## config.mk

```make
export PLATFORM = sky130hd
export DESIGN_NAME = link_control_and_ecc_tx_buffer
export DESIGN_NICKNAME = d
export VERILOG_FILES = /design/src/logic/link_ctl_pkg.sv /design/src/logic/link_control_and_ecc_tx_buffer.sv /design/src/logic/sync2.sv
export VERILOG_INCLUDE_DIRS = /design/src /design/src/logic
export SDC_FILE = /design/constraint.sdc
export NUM_CORES = 1
export LEC_CHECK = 0
export BUFFER_PORTS_ARGS = -buffer_cell sky130_fd_sc_hd__buf_2
export CAP_MARGIN = 10
export CORE_ASPECT_RATIO = 1.25
export CORE_MARGIN = 2
export CORE_UTILIZATION = 35
export DETAILED_ROUTE_END_ITERATION = 10
export HOLD_SLACK_MARGIN = 0.03
export SYNTH_ARGS = -nofsm -noshare
export SYNTH_HDL_FRONTEND = slang
export SYNTH_SLANG_ARGS = --single-unit
```

## constraint.sdc

```tcl
create_clock -name clk -period 2.62 [get_ports clk]
set_clock_uncertainty 0.15 [all_clocks]
set_input_delay 0 -clock clk [delete_from_list [all_inputs] [get_ports clk]]
set_output_delay 0 -clock clk [all_outputs]
set_load 0.02 [all_outputs]
```

## src/logic/link_ctl_map.svh

```systemverilog
// register offsets, field positions and reset values of the link control block
// assumes byte-wide processor registers at the printed byte offsets
`ifndef LINK_CTL_MAP_SVH
`define LINK_CTL_MAP_SVH

// register offsets
`define LINK_STATUS_CONTROL_OFS 8'h08
`define TX_LINK_TRACE_LABEL_OFS 8'h09
`define MSG_BUFFER_AND_RX_ALARMS_OFS 8'h0a
`define MSG_ALARM_ENABLES_OFS 8'h0b
`define MSG_SEND_OFS 8'h0c
`define MSG_DATA_FIRST_OFS 8'h0d
`define MSG_DATA_LAST_OFS 8'h14

// link status and control fields
`define LSC_REMOTE_LOCK_OVERRIDE 7
`define LSC_SCRAMBLER_DISABLE 6
`define LSC_COSET_ENABLE 5
`define LSC_MSG_PORT_A_ENABLE 4
`define LSC_MSG_PORT_B_ENABLE 3
`define LSC_PORT_SWITCH_DONE 2
`define LSC_ACTIVE_PORT_SELECT 1
`define LSC_FORCE_SCRAMBLER_SEQ 0

// buffer and alarm fields, same layout in the enable register
`define ALM_SIGNAL_LOSS_CHANGED 3
`define ALM_PORT_A_SIGNAL_LOSS 2
`define ALM_PORT_B_SIGNAL_LOSS 1
`define ALM_MSG_BUFFER_READY 0

// send register field
`define SEND_MSG_SEND 0

// reset values
`define LINK_STATUS_CONTROL_RST 8'h34
`define TX_LINK_TRACE_LABEL_RST 8'h00
`define MSG_BUFFER_AND_RX_ALARMS_RST 8'h01
`define MSG_ALARM_ENABLES_RST 8'h00
`define MSG_DATA_RST 8'h00

`endif

```

## src/logic/link_ctl_pkg.sv

```systemverilog
// types shared by the link control block
// assumes nothing of its surroundings
`default_nettype none

package link_ctl_pkg;

  // message transmit buffer states, one-hot
  typedef enum logic [2:0]
  {
    MSG_OFF = 3'b001,
    MSG_READY = 3'b010,
    MSG_SENDING = 3'b100
  } msg_state_e;

  typedef logic [7:0] reg_byte_t;

endpackage

`default_nettype wire

```

## src/logic/link_control_and_ecc_tx_buffer.sv

```systemverilog
// link status and control, link label and message transmit buffer registers
// assumes a synchronous byte register port and receive-side logic on clk;
// loss of signal levels come from pins and are synchronised here
`default_nettype none
`include "link_ctl_map.svh"

module link_control_and_ecc_tx_buffer #(
  parameter int NUM_MSG_BYTES = 8
)
(
  // clock and reset
  input wire logic clk,
  input wire logic resetn,
  // processor register port
  input wire logic [7:0] cpu_addr,
  input wire logic cpu_wr,
  input wire logic cpu_rd,
  input wire link_ctl_pkg::reg_byte_t cpu_wdata,
  output link_ctl_pkg::reg_byte_t cpu_rdata,
  // receive side status
  input wire logic port_a_signal_loss,
  input wire logic port_b_signal_loss,
  input wire logic port_a_remote_lock,
  input wire logic port_b_remote_lock,
  input wire logic switch_finished,
  input wire logic port_a_rx_buffer_full,
  input wire logic port_b_rx_buffer_full,
  // received message signalling
  input wire logic port_a_signal_select,
  input wire logic port_b_signal_select,
  input wire logic port_a_msg_ack_signal_a,
  input wire logic port_a_msg_ack_signal_b,
  input wire logic port_b_msg_ack_signal_a,
  input wire logic port_b_msg_ack_signal_b,
  // transmit and receive link control
  output logic active_port_select,
  output logic port_switch_done,
  output logic scrambler_enable,
  output logic coset_enable,
  output logic send_scrambler_seq,
  output logic hold_traffic,
  output logic [7:0] link_label_byte,
  output logic port_a_remote_alarm_clear,
  output logic port_b_remote_alarm_clear,
  // message channel
  output logic msg_tx_active,
  output logic msg_tx_start,
  output logic [8*NUM_MSG_BYTES-1:0] msg_data_bytes,
  output logic port_a_msg_rx_enable,
  output logic port_b_msg_rx_enable,
  output logic port_a_rx_buffer_flag,
  output logic port_b_rx_buffer_flag,
  // interrupt request
  output logic irq
);
  import link_ctl_pkg::*;

  localparam logic [7:0] LSC_WR_MASK = 8'hfb;

  reg_byte_t lsc_ff;
  reg_byte_t label_ff;
  logic [3:0] alarm_ie_ff;
  logic [2:0] loss_flag_ff;
  msg_state_e msg_state_ff;
  logic acked_a_ff;
  logic acked_b_ff;
  logic start_ff;
  logic rxbuf_a_ff;
  logic rxbuf_b_ff;
  logic loss_a_prev_ff;
  logic loss_b_prev_ff;
  reg_byte_t rdata_ff;
  reg_byte_t msg_data_ff [NUM_MSG_BYTES];

  logic [1:0] loss_sync;
  logic loss_a;
  logic loss_b;
  logic en_a;
  logic en_b;
  logic ack_a;
  logic ack_b;
  logic lock_active;
  logic wr_lsc;
  logic wr_send;
  logic rd_alarms;
  logic msg_done;
  logic [7:0] data_idx;
  reg_byte_t nxt_rdata;
  reg_byte_t alarms;

  initial
  begin
    if (NUM_MSG_BYTES != 8)
    begin
      $error("message buffer is mapped for exactly 8 bytes");
    end
  end

  sync2 #(
    .WIDTH(2)
  ) u_loss_sync (
    .clk(clk),
    .resetn(resetn),
    .async_in({port_a_signal_loss, port_b_signal_loss}),
    .sync_out(loss_sync)
  );

  assign loss_a = loss_sync[1];
  assign loss_b = loss_sync[0];

  // decode
  assign wr_lsc = cpu_wr && (cpu_addr == `LINK_STATUS_CONTROL_OFS);
  assign wr_send = cpu_wr && (cpu_addr == `MSG_SEND_OFS);
  assign rd_alarms = cpu_rd && (cpu_addr == `MSG_BUFFER_AND_RX_ALARMS_OFS);
  assign data_idx = 8'(`MSG_DATA_LAST_OFS - cpu_addr);

  assign en_a = lsc_ff[`LSC_MSG_PORT_A_ENABLE];
  assign en_b = lsc_ff[`LSC_MSG_PORT_B_ENABLE];

  // acks picked by each port's select, ignored while the port is off
  assign ack_a = en_a && (port_a_signal_select ? port_a_msg_ack_signal_b
                                               : port_a_msg_ack_signal_a);
  assign ack_b = en_b && (port_b_signal_select ? port_b_msg_ack_signal_b
                                               : port_b_msg_ack_signal_a);
  // every enabled far end must have acknowledged
  assign msg_done = (msg_state_ff == MSG_SENDING)
                    && (!en_a || acked_a_ff || ack_a)
                    && (!en_b || acked_b_ff || ack_b);

  // link status and control register
  always_ff @(posedge clk or negedge resetn)
  begin
    if (!resetn)
    begin
      lsc_ff <= `LINK_STATUS_CONTROL_RST;
    end
    else
    begin
      if (wr_lsc)
      begin
        lsc_ff <= (cpu_wdata & LSC_WR_MASK) | (lsc_ff & ~LSC_WR_MASK);
        if (cpu_wdata[`LSC_ACTIVE_PORT_SELECT] != lsc_ff[`LSC_ACTIVE_PORT_SELECT])
        begin
          lsc_ff[`LSC_PORT_SWITCH_DONE] <= 1'b0;
        end
      end
      // completion wins over a clear in the same cycle
      if (switch_finished)
      begin
        lsc_ff[`LSC_PORT_SWITCH_DONE] <= 1'b1;
      end
    end
  end

  // label and interrupt enables
  always_ff @(posedge clk or negedge resetn)
  begin
    if (!resetn)
    begin
      label_ff <= `TX_LINK_TRACE_LABEL_RST;
      alarm_ie_ff <= 4'(`MSG_ALARM_ENABLES_RST);
    end
    else if (cpu_wr && (cpu_addr == `TX_LINK_TRACE_LABEL_OFS))
    begin
      label_ff <= cpu_wdata;
    end
    else if (cpu_wr && (cpu_addr == `MSG_ALARM_ENABLES_OFS))
    begin
      alarm_ie_ff <= cpu_wdata[3:0];
    end
  end

  // message buffer state
  always_ff @(posedge clk or negedge resetn)
  begin
    if (!resetn)
    begin
      msg_state_ff <= MSG_READY;
      acked_a_ff <= 1'b0;
      acked_b_ff <= 1'b0;
      start_ff <= 1'b0;
    end
    else
    begin
      start_ff <= 1'b0;
      if (!en_a && !en_b)
      begin
        msg_state_ff <= MSG_OFF;
        acked_a_ff <= 1'b0;
        acked_b_ff <= 1'b0;
      end
      else
      begin
        case (msg_state_ff)
          MSG_OFF:
          begin
            msg_state_ff <= MSG_READY;
          end
          MSG_READY:
          begin
            if (wr_send && cpu_wdata[`SEND_MSG_SEND])
            begin
              msg_state_ff <= MSG_SENDING;
              acked_a_ff <= 1'b0;
              acked_b_ff <= 1'b0;
              start_ff <= 1'b1;
            end
          end
          MSG_SENDING:
          begin
            if (msg_done || (wr_send && !cpu_wdata[`SEND_MSG_SEND]))
            begin
              msg_state_ff <= MSG_READY;
            end
            if (ack_a)
            begin
              acked_a_ff <= 1'b1;
            end
            if (ack_b)
            begin
              acked_b_ff <= 1'b1;
            end
          end
          default:
          begin
            msg_state_ff <= MSG_OFF;
          end
        endcase
      end
    end
  end

  // message data bytes, writable only while the buffer is ready
  always_ff @(posedge clk or negedge resetn)
  begin
    if (!resetn)
    begin
      for (int i = 0; i < NUM_MSG_BYTES; i++)
      begin
        msg_data_ff[i] <= `MSG_DATA_RST;
      end
    end
    else if (cpu_wr && (cpu_addr >= `MSG_DATA_FIRST_OFS) && (cpu_addr <= `MSG_DATA_LAST_OFS)
             && (msg_state_ff == MSG_READY))
    begin
      msg_data_ff[data_idx[2:0]] <= cpu_wdata;
    end
  end

  // loss of signal flags; a new event wins over clear on read
  always_ff @(posedge clk or negedge resetn)
  begin
    if (!resetn)
    begin
      loss_flag_ff <= '0;
      loss_a_prev_ff <= 1'b0;
      loss_b_prev_ff <= 1'b0;
    end
    else
    begin
      loss_a_prev_ff <= loss_a;
      loss_b_prev_ff <= loss_b;
      loss_flag_ff <= (rd_alarms ? 3'b000 : loss_flag_ff)
                      | {(loss_a != loss_a_prev_ff) || (loss_b != loss_b_prev_ff),
                         loss_a, loss_b};
    end
  end

  // receive buffer flags held clear for a disabled port
  always_ff @(posedge clk or negedge resetn)
  begin
    if (!resetn)
    begin
      rxbuf_a_ff <= 1'b0;
      rxbuf_b_ff <= 1'b0;
    end
    else
    begin
      rxbuf_a_ff <= en_a && port_a_rx_buffer_full;
      rxbuf_b_ff <= en_b && port_b_rx_buffer_full;
    end
  end

  // read data; the ready bit is status only and survives reads
  assign alarms = {4'h0, loss_flag_ff, msg_state_ff == MSG_READY};

  always_comb
  begin
    nxt_rdata = 8'h00;
    if (cpu_addr == `LINK_STATUS_CONTROL_OFS)
    begin
      nxt_rdata = lsc_ff;
    end
    else if (cpu_addr == `TX_LINK_TRACE_LABEL_OFS)
    begin
      nxt_rdata = label_ff;
    end
    else if (cpu_addr == `MSG_BUFFER_AND_RX_ALARMS_OFS)
    begin
      nxt_rdata = alarms;
    end
    else if (cpu_addr == `MSG_ALARM_ENABLES_OFS)
    begin
      nxt_rdata = {4'h0, alarm_ie_ff};
    end
    else if (cpu_addr == `MSG_SEND_OFS)
    begin
      nxt_rdata = {7'h00, msg_state_ff == MSG_SENDING};
    end
    else if ((cpu_addr >= `MSG_DATA_FIRST_OFS) && (cpu_addr <= `MSG_DATA_LAST_OFS))
    begin
      nxt_rdata = msg_data_ff[data_idx[2:0]];
    end
  end

  always_ff @(posedge clk or negedge resetn)
  begin
    if (!resetn)
    begin
      rdata_ff <= 8'h00;
    end
    else if (cpu_rd)
    begin
      rdata_ff <= nxt_rdata;
    end
  end

  // link control outputs
  assign lock_active = lsc_ff[`LSC_ACTIVE_PORT_SELECT] ? port_b_remote_lock
                                                        : port_a_remote_lock;
  assign hold_traffic = !lsc_ff[`LSC_REMOTE_LOCK_OVERRIDE] && !lock_active;
  assign send_scrambler_seq = hold_traffic || lsc_ff[`LSC_FORCE_SCRAMBLER_SEQ];
  assign scrambler_enable = !lsc_ff[`LSC_SCRAMBLER_DISABLE];
  assign coset_enable = lsc_ff[`LSC_COSET_ENABLE];
  assign active_port_select = lsc_ff[`LSC_ACTIVE_PORT_SELECT];
  assign port_switch_done = lsc_ff[`LSC_PORT_SWITCH_DONE];
  assign link_label_byte = label_ff;
  assign port_a_remote_alarm_clear = loss_a;
  assign port_b_remote_alarm_clear = loss_b;

  assign msg_tx_active = (msg_state_ff == MSG_SENDING);
  assign msg_tx_start = start_ff;
  assign port_a_msg_rx_enable = en_a;
  assign port_b_msg_rx_enable = en_b;
  assign port_a_rx_buffer_flag = rxbuf_a_ff;
  assign port_b_rx_buffer_flag = rxbuf_b_ff;
  assign cpu_rdata = rdata_ff;
  assign irq = |(alarms[3:0] & alarm_ie_ff);

  genvar g;
  generate
    for (g = 0; g < NUM_MSG_BYTES; g++)
    begin : g_data_out
      assign msg_data_bytes[8*g +: 8] = msg_data_ff[g];
    end
  endgenerate

  chk_lock_idle: assert property (@(posedge clk) disable iff (!resetn)
    (!lsc_ff[`LSC_REMOTE_LOCK_OVERRIDE]
     && !(active_port_select ? port_b_remote_lock : port_a_remote_lock))
    |-> send_scrambler_seq && hold_traffic)
    else $error("unlocked remote without scrambler idles");
  chk_override_traffic: assert property (@(posedge clk) disable iff (!resetn)
    lsc_ff[`LSC_REMOTE_LOCK_OVERRIDE] |-> !hold_traffic)
    else $error("traffic held despite override");
  chk_force_seq: assert property (@(posedge clk) disable iff (!resetn)
    lsc_ff[`LSC_FORCE_SCRAMBLER_SEQ] |-> send_scrambler_seq)
    else $error("forced scrambler sequence not sent");
  chk_send_locks: assert property (@(posedge clk) disable iff (!resetn)
    (wr_send && cpu_wdata[0] && msg_state_ff == MSG_READY && (en_a || en_b))
    |=> msg_tx_active && !alarms[0] && msg_tx_start)
    else $error("send did not take the buffer");
  chk_start_gate: assert property (@(posedge clk) disable iff (!resetn)
    (wr_send && cpu_wdata[`SEND_MSG_SEND] && (msg_state_ff != MSG_READY)) |=> !msg_tx_start)
    else $error("send started without a ready buffer");
  chk_data_stable: assert property (@(posedge clk) disable iff (!resetn)
    (msg_state_ff != MSG_READY) |=> $stable(msg_data_bytes))
    else $error("message data changed while buffer not ready");
  chk_single_ack: assert property (@(posedge clk) disable iff (!resetn)
    (msg_tx_active && en_a && !en_b && ack_a) |=> alarms[0] && !msg_tx_active)
    else $error("port a ack did not free buffer");
  chk_both_acks: assert property (@(posedge clk) disable iff (!resetn)
    (msg_tx_active && en_a && en_b && !acked_b_ff && !ack_b && !wr_send) |=> !alarms[0])
    else $error("buffer freed before both acks");
  chk_off_clear: assert property (@(posedge clk) disable iff (!resetn)
    (!en_a && !en_b) |=> !alarms[0] && !msg_tx_active && !rxbuf_a_ff && !rxbuf_b_ff)
    else $error("channel active with both ports off");
  chk_switch_clear: assert property (@(posedge clk) disable iff (!resetn)
    (wr_lsc && (cpu_wdata[1] != lsc_ff[1]) && !switch_finished) |=> !port_switch_done)
    else $error("port change kept switch done");
  chk_loss_change: assert property (@(posedge clk) disable iff (!resetn)
    ($changed(loss_a) || $changed(loss_b)) |=> loss_flag_ff[2])
    else $error("loss change flag not set");
  chk_read_ready: assert property (@(posedge clk) disable iff (!resetn)
    (rd_alarms && msg_state_ff == MSG_READY && !wr_send && (en_a || en_b)) |=> alarms[0])
    else $error("alarm read cleared ready");

endmodule // link_control_and_ecc_tx_buffer

`default_nettype wire

```

## src/logic/sync2.sv

```systemverilog
// two flip-flop synchroniser for levels arriving from outside the clock domain
// assumes each bit is an independent slow level
`default_nettype none

module sync2 #(
  parameter int WIDTH = 1
)
(
  // clock and reset
  input wire logic clk,
  input wire logic resetn,
  // levels
  input wire logic [WIDTH-1:0] async_in,
  output logic [WIDTH-1:0] sync_out
);

  logic [WIDTH-1:0] meta_ff;
  logic [WIDTH-1:0] sync_ff;

  initial
  begin
    if (WIDTH < 1)
    begin
      $error("sync2 needs WIDTH of at least 1");
    end
  end

  always_ff @(posedge clk or negedge resetn)
  begin
    if (!resetn)
    begin
      meta_ff <= '0;
      sync_ff <= '0;
    end
    else
    begin
      meta_ff <= async_in;
      sync_ff <= meta_ff;
    end
  end

  assign sync_out = sync_ff;

endmodule // sync2

`default_nettype wire

```

==> summary.md, run 1 <==
| Metric | Value |
|---|---|
| Status | `completed` |
| Worst setup EP type | `flop` |
| Synth Warn # | `0` |
| Seq cells post-synth | `about 110` |
| Critical-path cell list | `buf_2, inv_1, ha_1, buf_4, nand2b_1, or3_2, or2_2, o21ai_0, nand2b_1, dlygate4sd3_1` |
| Detail Route Antenna Nets | `0` |
| Most frequent cells in the layout | `buf_2, dfrtp_1, mux2_2` |
| MaxCap Viol Count | `0` |
| Die height | `142 µm` |
| Detailed Place HPWL | `10800 µm` |
| Starting density of the core | `a little over a third` |
| H-tree depth | `3` |
| CP Launch Point | `cpu_addr[1]` |
| Skew-Pair Late Insertion Delay | `~0.35 ns` |
| Most used cell, CP | `nand2b_1` |
| Residual DRC | `0` |
| Syn avg cell area | `between 10 and 15 µm²` |
| Setup TNS | `0 ns` |
| Hold Path Class | `in -> reg` |
| Max Transition Viols Final | `0` |
| Dpl cells | `around 730` |
| # IOs | `128` |
| Slowest-stage cell, CP | `dlygate4sd3_1` |
| Setup bufs post-CTS | `0` |
| Core Box Area | `roughly 0.015 mm²` |
| Post-route minimum period | `2.42 ns` |
| Layout area overhead | `26.5%` |
| Num CTS Buffers | `9` |
| Clk slew on worst S/H paths | `approximately 0.07 ns` |
| DR WL/cell | `19.4 µm` |
| First-pass GRT wire length | `between 20000 and 25000 µm` |
| Placement Rows | `50` |
| Synth Instances | `approximately 430` |
| Fin cells | `764` |
| Fmax | `approximately 410 MHz` |
| Crit path buf inv count | `4` |
| Vias in the first global route | `between 4000 and 5000` |
| Commonest non-fill, non-tap cell in the layout | `buf_2` |
| Leak | `around 3.4 nW` |
| NetSw | `0.916 mW` |
| Reg power frac | `50.6%` |
| Top cell family by delay on the critical path | `simple AND/OR/NAND/NOR gates` |
| Remaining global-route overflow | `0` |
| Max incr delay on CP | `0.55 ns` |
| Routability cong. | `0.871` |
| Ys flop type | `dfrtp_1` |
| Slew HR | `between 40 and 50%` |
| DR vias/cell | `~5.3` |
| Layout cells sized above 1 | `47.8%` |
| Clock share of power | `between 30% and 40%` |
| Synthesized area | `between 0.005 and 0.006 mm²` |
| Worst reg-to-reg setup slack | `0.28 ns` |
| Final Setup Violations | `0` |
| Largest net degree at the start of global routing | `62` |
| Total Routing Usage GR | `between 10% and 20%` |
| Die area | `0.0162 mm²` |
| Worst Path Required | `around 2.8 ns` |
| Fin crit share | `~90%` |
| Post-Route WL | `about 15000 µm` |
| Final #Nets | `just over 600` |
| RSZ-0062 raised after global routing | `false` |
| Final Cell Area | `around 0.0067 mm²` |
| Iteration count of the initial detailed-routing pass | `5` |
| Buffer depth of the longest clock path | `2` |
| Syn Nets | `468` |
| Sequential share of the synthesized area | `roughly half` |
| Placement Cell Area | `0.00621 mm²` |
| Library cells used by synthesis | `57` |
| CTS tree | `yes` |
| Critical path class | `in -> reg` |
| Die W | `approximately 110 µm` |
| Diode count | `0` |
| CTS root buffer | `clkbuf_16` |
| Hold_ws | `roughly 0.043 ns` |
| Vias | `approximately 4100` |
| Critical Path AT | `about 2.6 ns` |
| VDD IR-drop max | `0.279 mV` |
| EDFF count, synth | `0` |
| # port buffers | `between 100 and 150` |
| Hold Crit Start | `port_b_msg_ack_signal_b` |
| Initial drt markers | `roughly 170` |
| Comb pwr share | `a little over a tenth` |
| Max FO, Critical Path | `8` |
| Worst setup SP type | `primary input` |
| Worst-Margin Slew | `between 0.8 and 0.9 ns` |
| Switching Fraction | `between 20% and 30%` |
| Hold Vio Cnt, Final | `0` |
| Tot Pwr | `3.44 mW` |
| P per Cell Area | `around 510 mW/mm²` |
| Num Clock Sinks | `around 110` |
| Initial antenna violation count | `0` |
| Pint | `between 2 and 3 mW` |
| Asr flop ratio synth | `100%` |
| FF-to-FF Start | `msg_state_ff[1]` |
synthesized netlist by cell type, drive strengths merged, types with 2 or more instances:
cell | instances | share of area, %
dfrtp | 105 | 50
mux2 | 87 | 19
nand2 | 30 | 2.1
clkbuf | 20 | 1.4
nor2 | 14 | 0.99
nor3 | 14 | 1.8
buf | 12 | 1.1
inv | 12 | 0.85
a21oi | 9 | 0.85
o21ai | 9 | 0.85
mux4 | 8 | 3.4
nand3 | 8 | 0.75
nand2b | 7 | 0.83
a211oi | 6 | 0.85
mux2i | 6 | 1.1
o22ai | 6 | 0.71
nand3b | 5 | 0.71
a221oi | 4 | 0.66
a311oi | 4 | 0.66
and2 | 4 | 0.47
dfstp | 4 | 2.0
ha | 4 | 0.94
nor2b | 4 | 0.47
o221ai | 4 | 0.66
or3 | 4 | 0.61
a21o | 3 | 0.42
nor3b | 3 | 0.42
o21a | 3 | 0.42
or2 | 3 | 0.40
xnor2 | 3 | 0.50
xor2 | 3 | 0.50
a221o | 2 | 0.38
a22oi | 2 | 0.28
nor4 | 2 | 0.52
o211ai | 2 | 0.28
o311a | 2 | 0.38
kinds of logic (layout without fill, tap and decap cells):
group	after synthesis	after routing	share of synthesized area, %
fa+ha+maj	4	4	0.943
compound gates	64	64	8.72
simple gates	103	103	10.9
xor+xnor	6	6	0.991
flops	109	109	51.5
mux	101	101	23.6
buf+inv	44	195	3.35
area by class of cell:
cell class | instances | area, µm²
clock inverter | 7 | 57.6
timing repair buffer | 167 | 1000
fill | 1405 | 8180
tap | 182 | 228
sequential | 109 | 2730
inverter | 12 | 45.0
multi-input combinational | 278 | 2420
clock buffer | 9 | 225
per-stage QoR:
step | setup slack [ns] | util, %
floorplan | 0.0261 | -
global placement | 0.172 | 41.7
detailed placement | 0.107 | 41.7
CTS | 0.0969 | 45.1
global route | 0.0626 | 45.1
finish | 0.195 | 45.1
sequential cells by signal, summed over array words and instances, names as in the netlist:
| name | flops |
|---|---|
| acked_b_ff | 1 |
| u_loss_sync.sync_out | 2 |
| lsc_ff | 8 |
| link_label_byte | 8 |
| loss_a_prev_ff | 1 |
| u_loss_sync.meta_ff | 2 |
| loss_flag_ff | 3 |
| acked_a_ff | 1 |
| alarm_ie_ff | 4 |
| loss_b_prev_ff | 1 |
| port_b_rx_buffer_flag | 1 |
| msg_data_bytes | 64 |
| cpu_rdata | 8 |
| msg_tx_start | 1 |
| port_a_rx_buffer_flag | 1 |
| msg_state_ff | 3 |
what timing repair did:
action,4_1_cts,5_1_grt
hold buffers,21,0
hold endpoints to repair,153,0
gates resized for setup,0,1
endpoints found under the setup margin,0,8
final timing paths:
path	to	cells past startpoint
worst max-delay path	lsc_ff[2]	10
worst min-delay path	msg_state_ff[2]	6
worst max register to register	msg_data_bytes[34]	4
worst min register to register	u_loss_sync.sync_out[1]	0
max in group asynchronous	cpu_rdata[4]	3
min in group asynchronous	port_a_rx_buffer_flag	2
layer usage:
| metal | vias to the layer above | share of wire, % | track usage (%) |
|---|---|---|---|
| li1 | 1859 | - | - |
| met5 | - | 0 | 0 |
| met1 | 2066 | 43 | 24.3 |
| met4 | 0 | 1.1 | 4.88 |
| met2 | 118 | 51 | 33.0 |
| met3 | 15 | 5.0 | 3.55 |
power by group through the flow:
stage / Clock, mW / Combinational [mW] / Sequential, mW
final: 1.32 / 0.379 / 1.74
after CTS: 1.34 / 0.383 / 1.74
after global routing: 1.42 / 0.415 / 1.74
after detailed placement: 0 / 0.356 / 1.77
after floorplan: 0 / 0.185 / 1.79
after global placement: 0 / 0.350 / 1.77
tightest hold or removal path, delay by kind of cell:
kind / cells / cell delay (ns)
AO/OA/AOI/OAI: 2 / 0.19
buffers and inverters: 1 / 0.08
multiplexers: 1 / 0.08
AND/OR/NAND/NOR: 2 / 0.15
(Power assumes the default switching activity.)
==> inputs of run 2 (changes only) <==
--- a/config.mk
+++ b/config.mk
@@ -13,6 +13,8 @@
 export CORE_UTILIZATION = 35
 export DETAILED_ROUTE_END_ITERATION = 10
 export HOLD_SLACK_MARGIN = 0.03
+export PLACE_DENSITY_LB_ADDON = 0.3
+export RECOVER_POWER = 25
 export SYNTH_ARGS = -nofsm -noshare
 export SYNTH_HDL_FRONTEND = slang
 export SYNTH_SLANG_ARGS = --single-unit
==> summary.md, run 2 (same netlist as run 1, synthesis figures left out) <==
| Metric | Value |
|---|---|
| Hold Path Stages | `5 (-1)` |
| Critical path class | `reg -> reg` |
| Worst setup SP type | `flop` |
| Total Routing Usage GR | `19.0% (+0.023 points)` |
| Status | `completed` |
| Critical Path AT | `2.57 ns (about the same)` |
| Detail Route Antenna Nets | `0 (unchanged)` |
| Largest register FFs | `64 (unchanged)` |
| Tot Pwr | `3.56 mW (+3.7%)` |
| Die area | `0.0162 mm² (unchanged)` |
| RSZ-0062 raised after global routing | `false` |
| CTS root buffer | `clkbuf_16` |
| Die W | `114 µm (unchanged)` |
| Fin crit share | `95.0% (+2.4 points)` |
| # port buffers | `127 (unchanged)` |
| Num CTS Buffers | `9 (unchanged)` |
| Hold EP | `acked_b_ff` |
| # IOs | `128 (unchanged)` |
| Initial drt markers | `211 (+26%)` |
| Iteration count of the initial detailed-routing pass | `4 (-1)` |
| Die height | `142 µm (unchanged)` |
| Hold Vio Cnt, Final | `0 (unchanged)` |
| Hold Path Class | `in -> reg` |
| DR WL/cell | `19.7 µm (+1.6%)` |
| Slew HR | `28.5% (-16 points)` |
| H-tree depth | `3 (unchanged)` |
| Starting density of the core | `35.6% (unchanged)` |
| Routability cong. | `0.866 (-0.64%)` |
| MaxCap Viol Count | `0 (unchanged)` |
| Setup TNS | `0 ns (unchanged)` |
| VDD IR-drop max | `0.355 mV (+27%)` |
| Worst setup EP type | `flop` |
| Leak | `3.31 nW (-3.3%)` |
| Hold Crit Start | `port_b_msg_ack_signal_b` |
| Core Box Area | `0.0149 mm² (unchanged)` |
| Worst reg-to-reg setup slack | `0.13 ns (-0.15 ns)` |
| Most frequent cells in the layout | `dfrtp_1, buf_2, mux2_2` |
| Initial antenna violation count | `0 (unchanged)` |
| Placement Rows | `50 (unchanged)` |
| FF-to-FF End | `msg_data_bytes[17]` |
| Remaining global-route overflow | `0 (unchanged)` |
| Diode count | `0 (unchanged)` |
| CTS tree | `yes` |
| Post-route minimum period | `2.49 ns (+0.0632 ns)` |
| Worst Path Required | `2.70 ns (-0.05 ns)` |
| Clk slew on worst S/H paths | `0.07 ns (about the same)` |
| Detailed Place HPWL | `11100 µm (+2.1%)` |
| DR vias/cell | `5.30 (-0.23%)` |
| Layout cells sized above 1 | `42.8% (-5.0 points)` |
| Post-Route WL | `15000 µm (+1.4%)` |
| P per Cell Area | `533 mW/mm² (+4.0%)` |
| Commonest non-fill, non-tap cell in the layout | `dfrtp_1` |
| Layout area overhead | `26.1%` |
| Num Clock Sinks | `109 (unchanged)` |
| First-pass GRT wire length | `23600 µm (+0.59%)` |
| Skew-Pair Late Insertion Delay | `0.35 ns (about the same)` |
| Fmax | `402 MHz (-2.5%)` |
| R2R depth | `6 (+2)` |
| Buffer depth of the longest clock path | `2 (unchanged)` |
| Final Setup Violations | `0 (unchanged)` |
| Worst-Margin Slew | `1.07 ns (+0.242 ns)` |
| Max Transition Viols Final | `0 (unchanged)` |
| Residual DRC | `0 (unchanged)` |
| FF-to-FF Start | `msg_state_ff[1]` |
| Vias | `4038 (-0.49%)` |
| Final #Nets | `612 (-0.33%)` |
| Vias in the first global route | `4233 (+1.2%)` |
| Largest net degree at the start of global routing | `69 (+11%)` |
| Max FO, Critical Path | `8 (unchanged)` |
## run 2: cell types whose count changed in the layout (fill, tap and decap cells not counted), moves of 2 or more
cell,delta
buf_2,-29
clkbuf_1,+29
buf_4,-2
clkbuf_8,+2
clkinvlp_4,-2
## run 2: power by group
group | switching, mW | internal, mW | leakage (nW)
Combinational | 0.227 | 0.145 | 1.69
Clock | 0.642 | 0.807 | 0.157
Sequential | 0.0300 | 1.71 | 1.47
## run 2: repair_timing
action,4_1_cts,5_1_grt
resized for setup,0,2
setup endpoints to repair,0,9
endpoints found under the hold margin,206,0
buffers inserted,0,0
hold buffers,20,0
## run 2: metrics by stage
step                setup WS (ns)  utilization (%)  hold WS (ns)  area (µm²)  instances
floorplan                  0.0261                -        -0.446        5330        431
global placement           0.0790             41.7        -0.122        6210        726
detailed placement         0.0113             41.7        -0.118        6210        726
CTS                        0.0961             45.2        0.0326        6730        762
global route               0.0259             44.9         0.106        6690        762
finish                      0.132             44.9        0.0394        6690        762
## run 2: layout make-up
| class | count | area [µm²] |
|---|---|---|
| Tap cell | 182 | 228 |
| Multi-Input combinational cell | 278 | 2420 |
| Clock inverter | 5 | 65.1 |
| Timing Repair Buffer | 165 | 947 |
| Sequential cell | 109 | 2730 |
| Clock buffer | 11 | 253 |
| Fill cell | 1393 | 8200 |
| Inverter | 12 | 45.0 |
## run 2: worst max path at each step
stage	depth (start not counted)	start	slack [ns]	end
after floorplan	10	cpu_addr[0]	0.03	msg_data_bytes[8]
after global placement	7	cpu_addr[0]	0.08	msg_data_bytes[2]
after detailed placement	7	cpu_addr[0]	0.01	msg_data_bytes[5]
after CTS	4	msg_state_ff[1]	0.1	msg_data_bytes[5]
after global routing	6	msg_state_ff[1]	0.03	msg_data_bytes[56]
final	6	msg_state_ff[1]	0.13	msg_data_bytes[17]
## run 2: critical path, cell delays in order, from the launching register on
cell     delay [ns]
dfstp_2        0.56
nor3b_1        0.35
buf_4          0.22
nand3_1        0.26
nor4_4         0.22
buf_4          0.24
mux2_2         0.36
## run 2: routing by layer
layer  track usage, %  wire length (µm)  vias to the layer above
met4             7.64               481                        0
li1                 -                 -                     1850
met1             24.3              6360                     2020
met3             3.42               779                       31
met2             31.7              7430                      137
met5                0                 0                        -
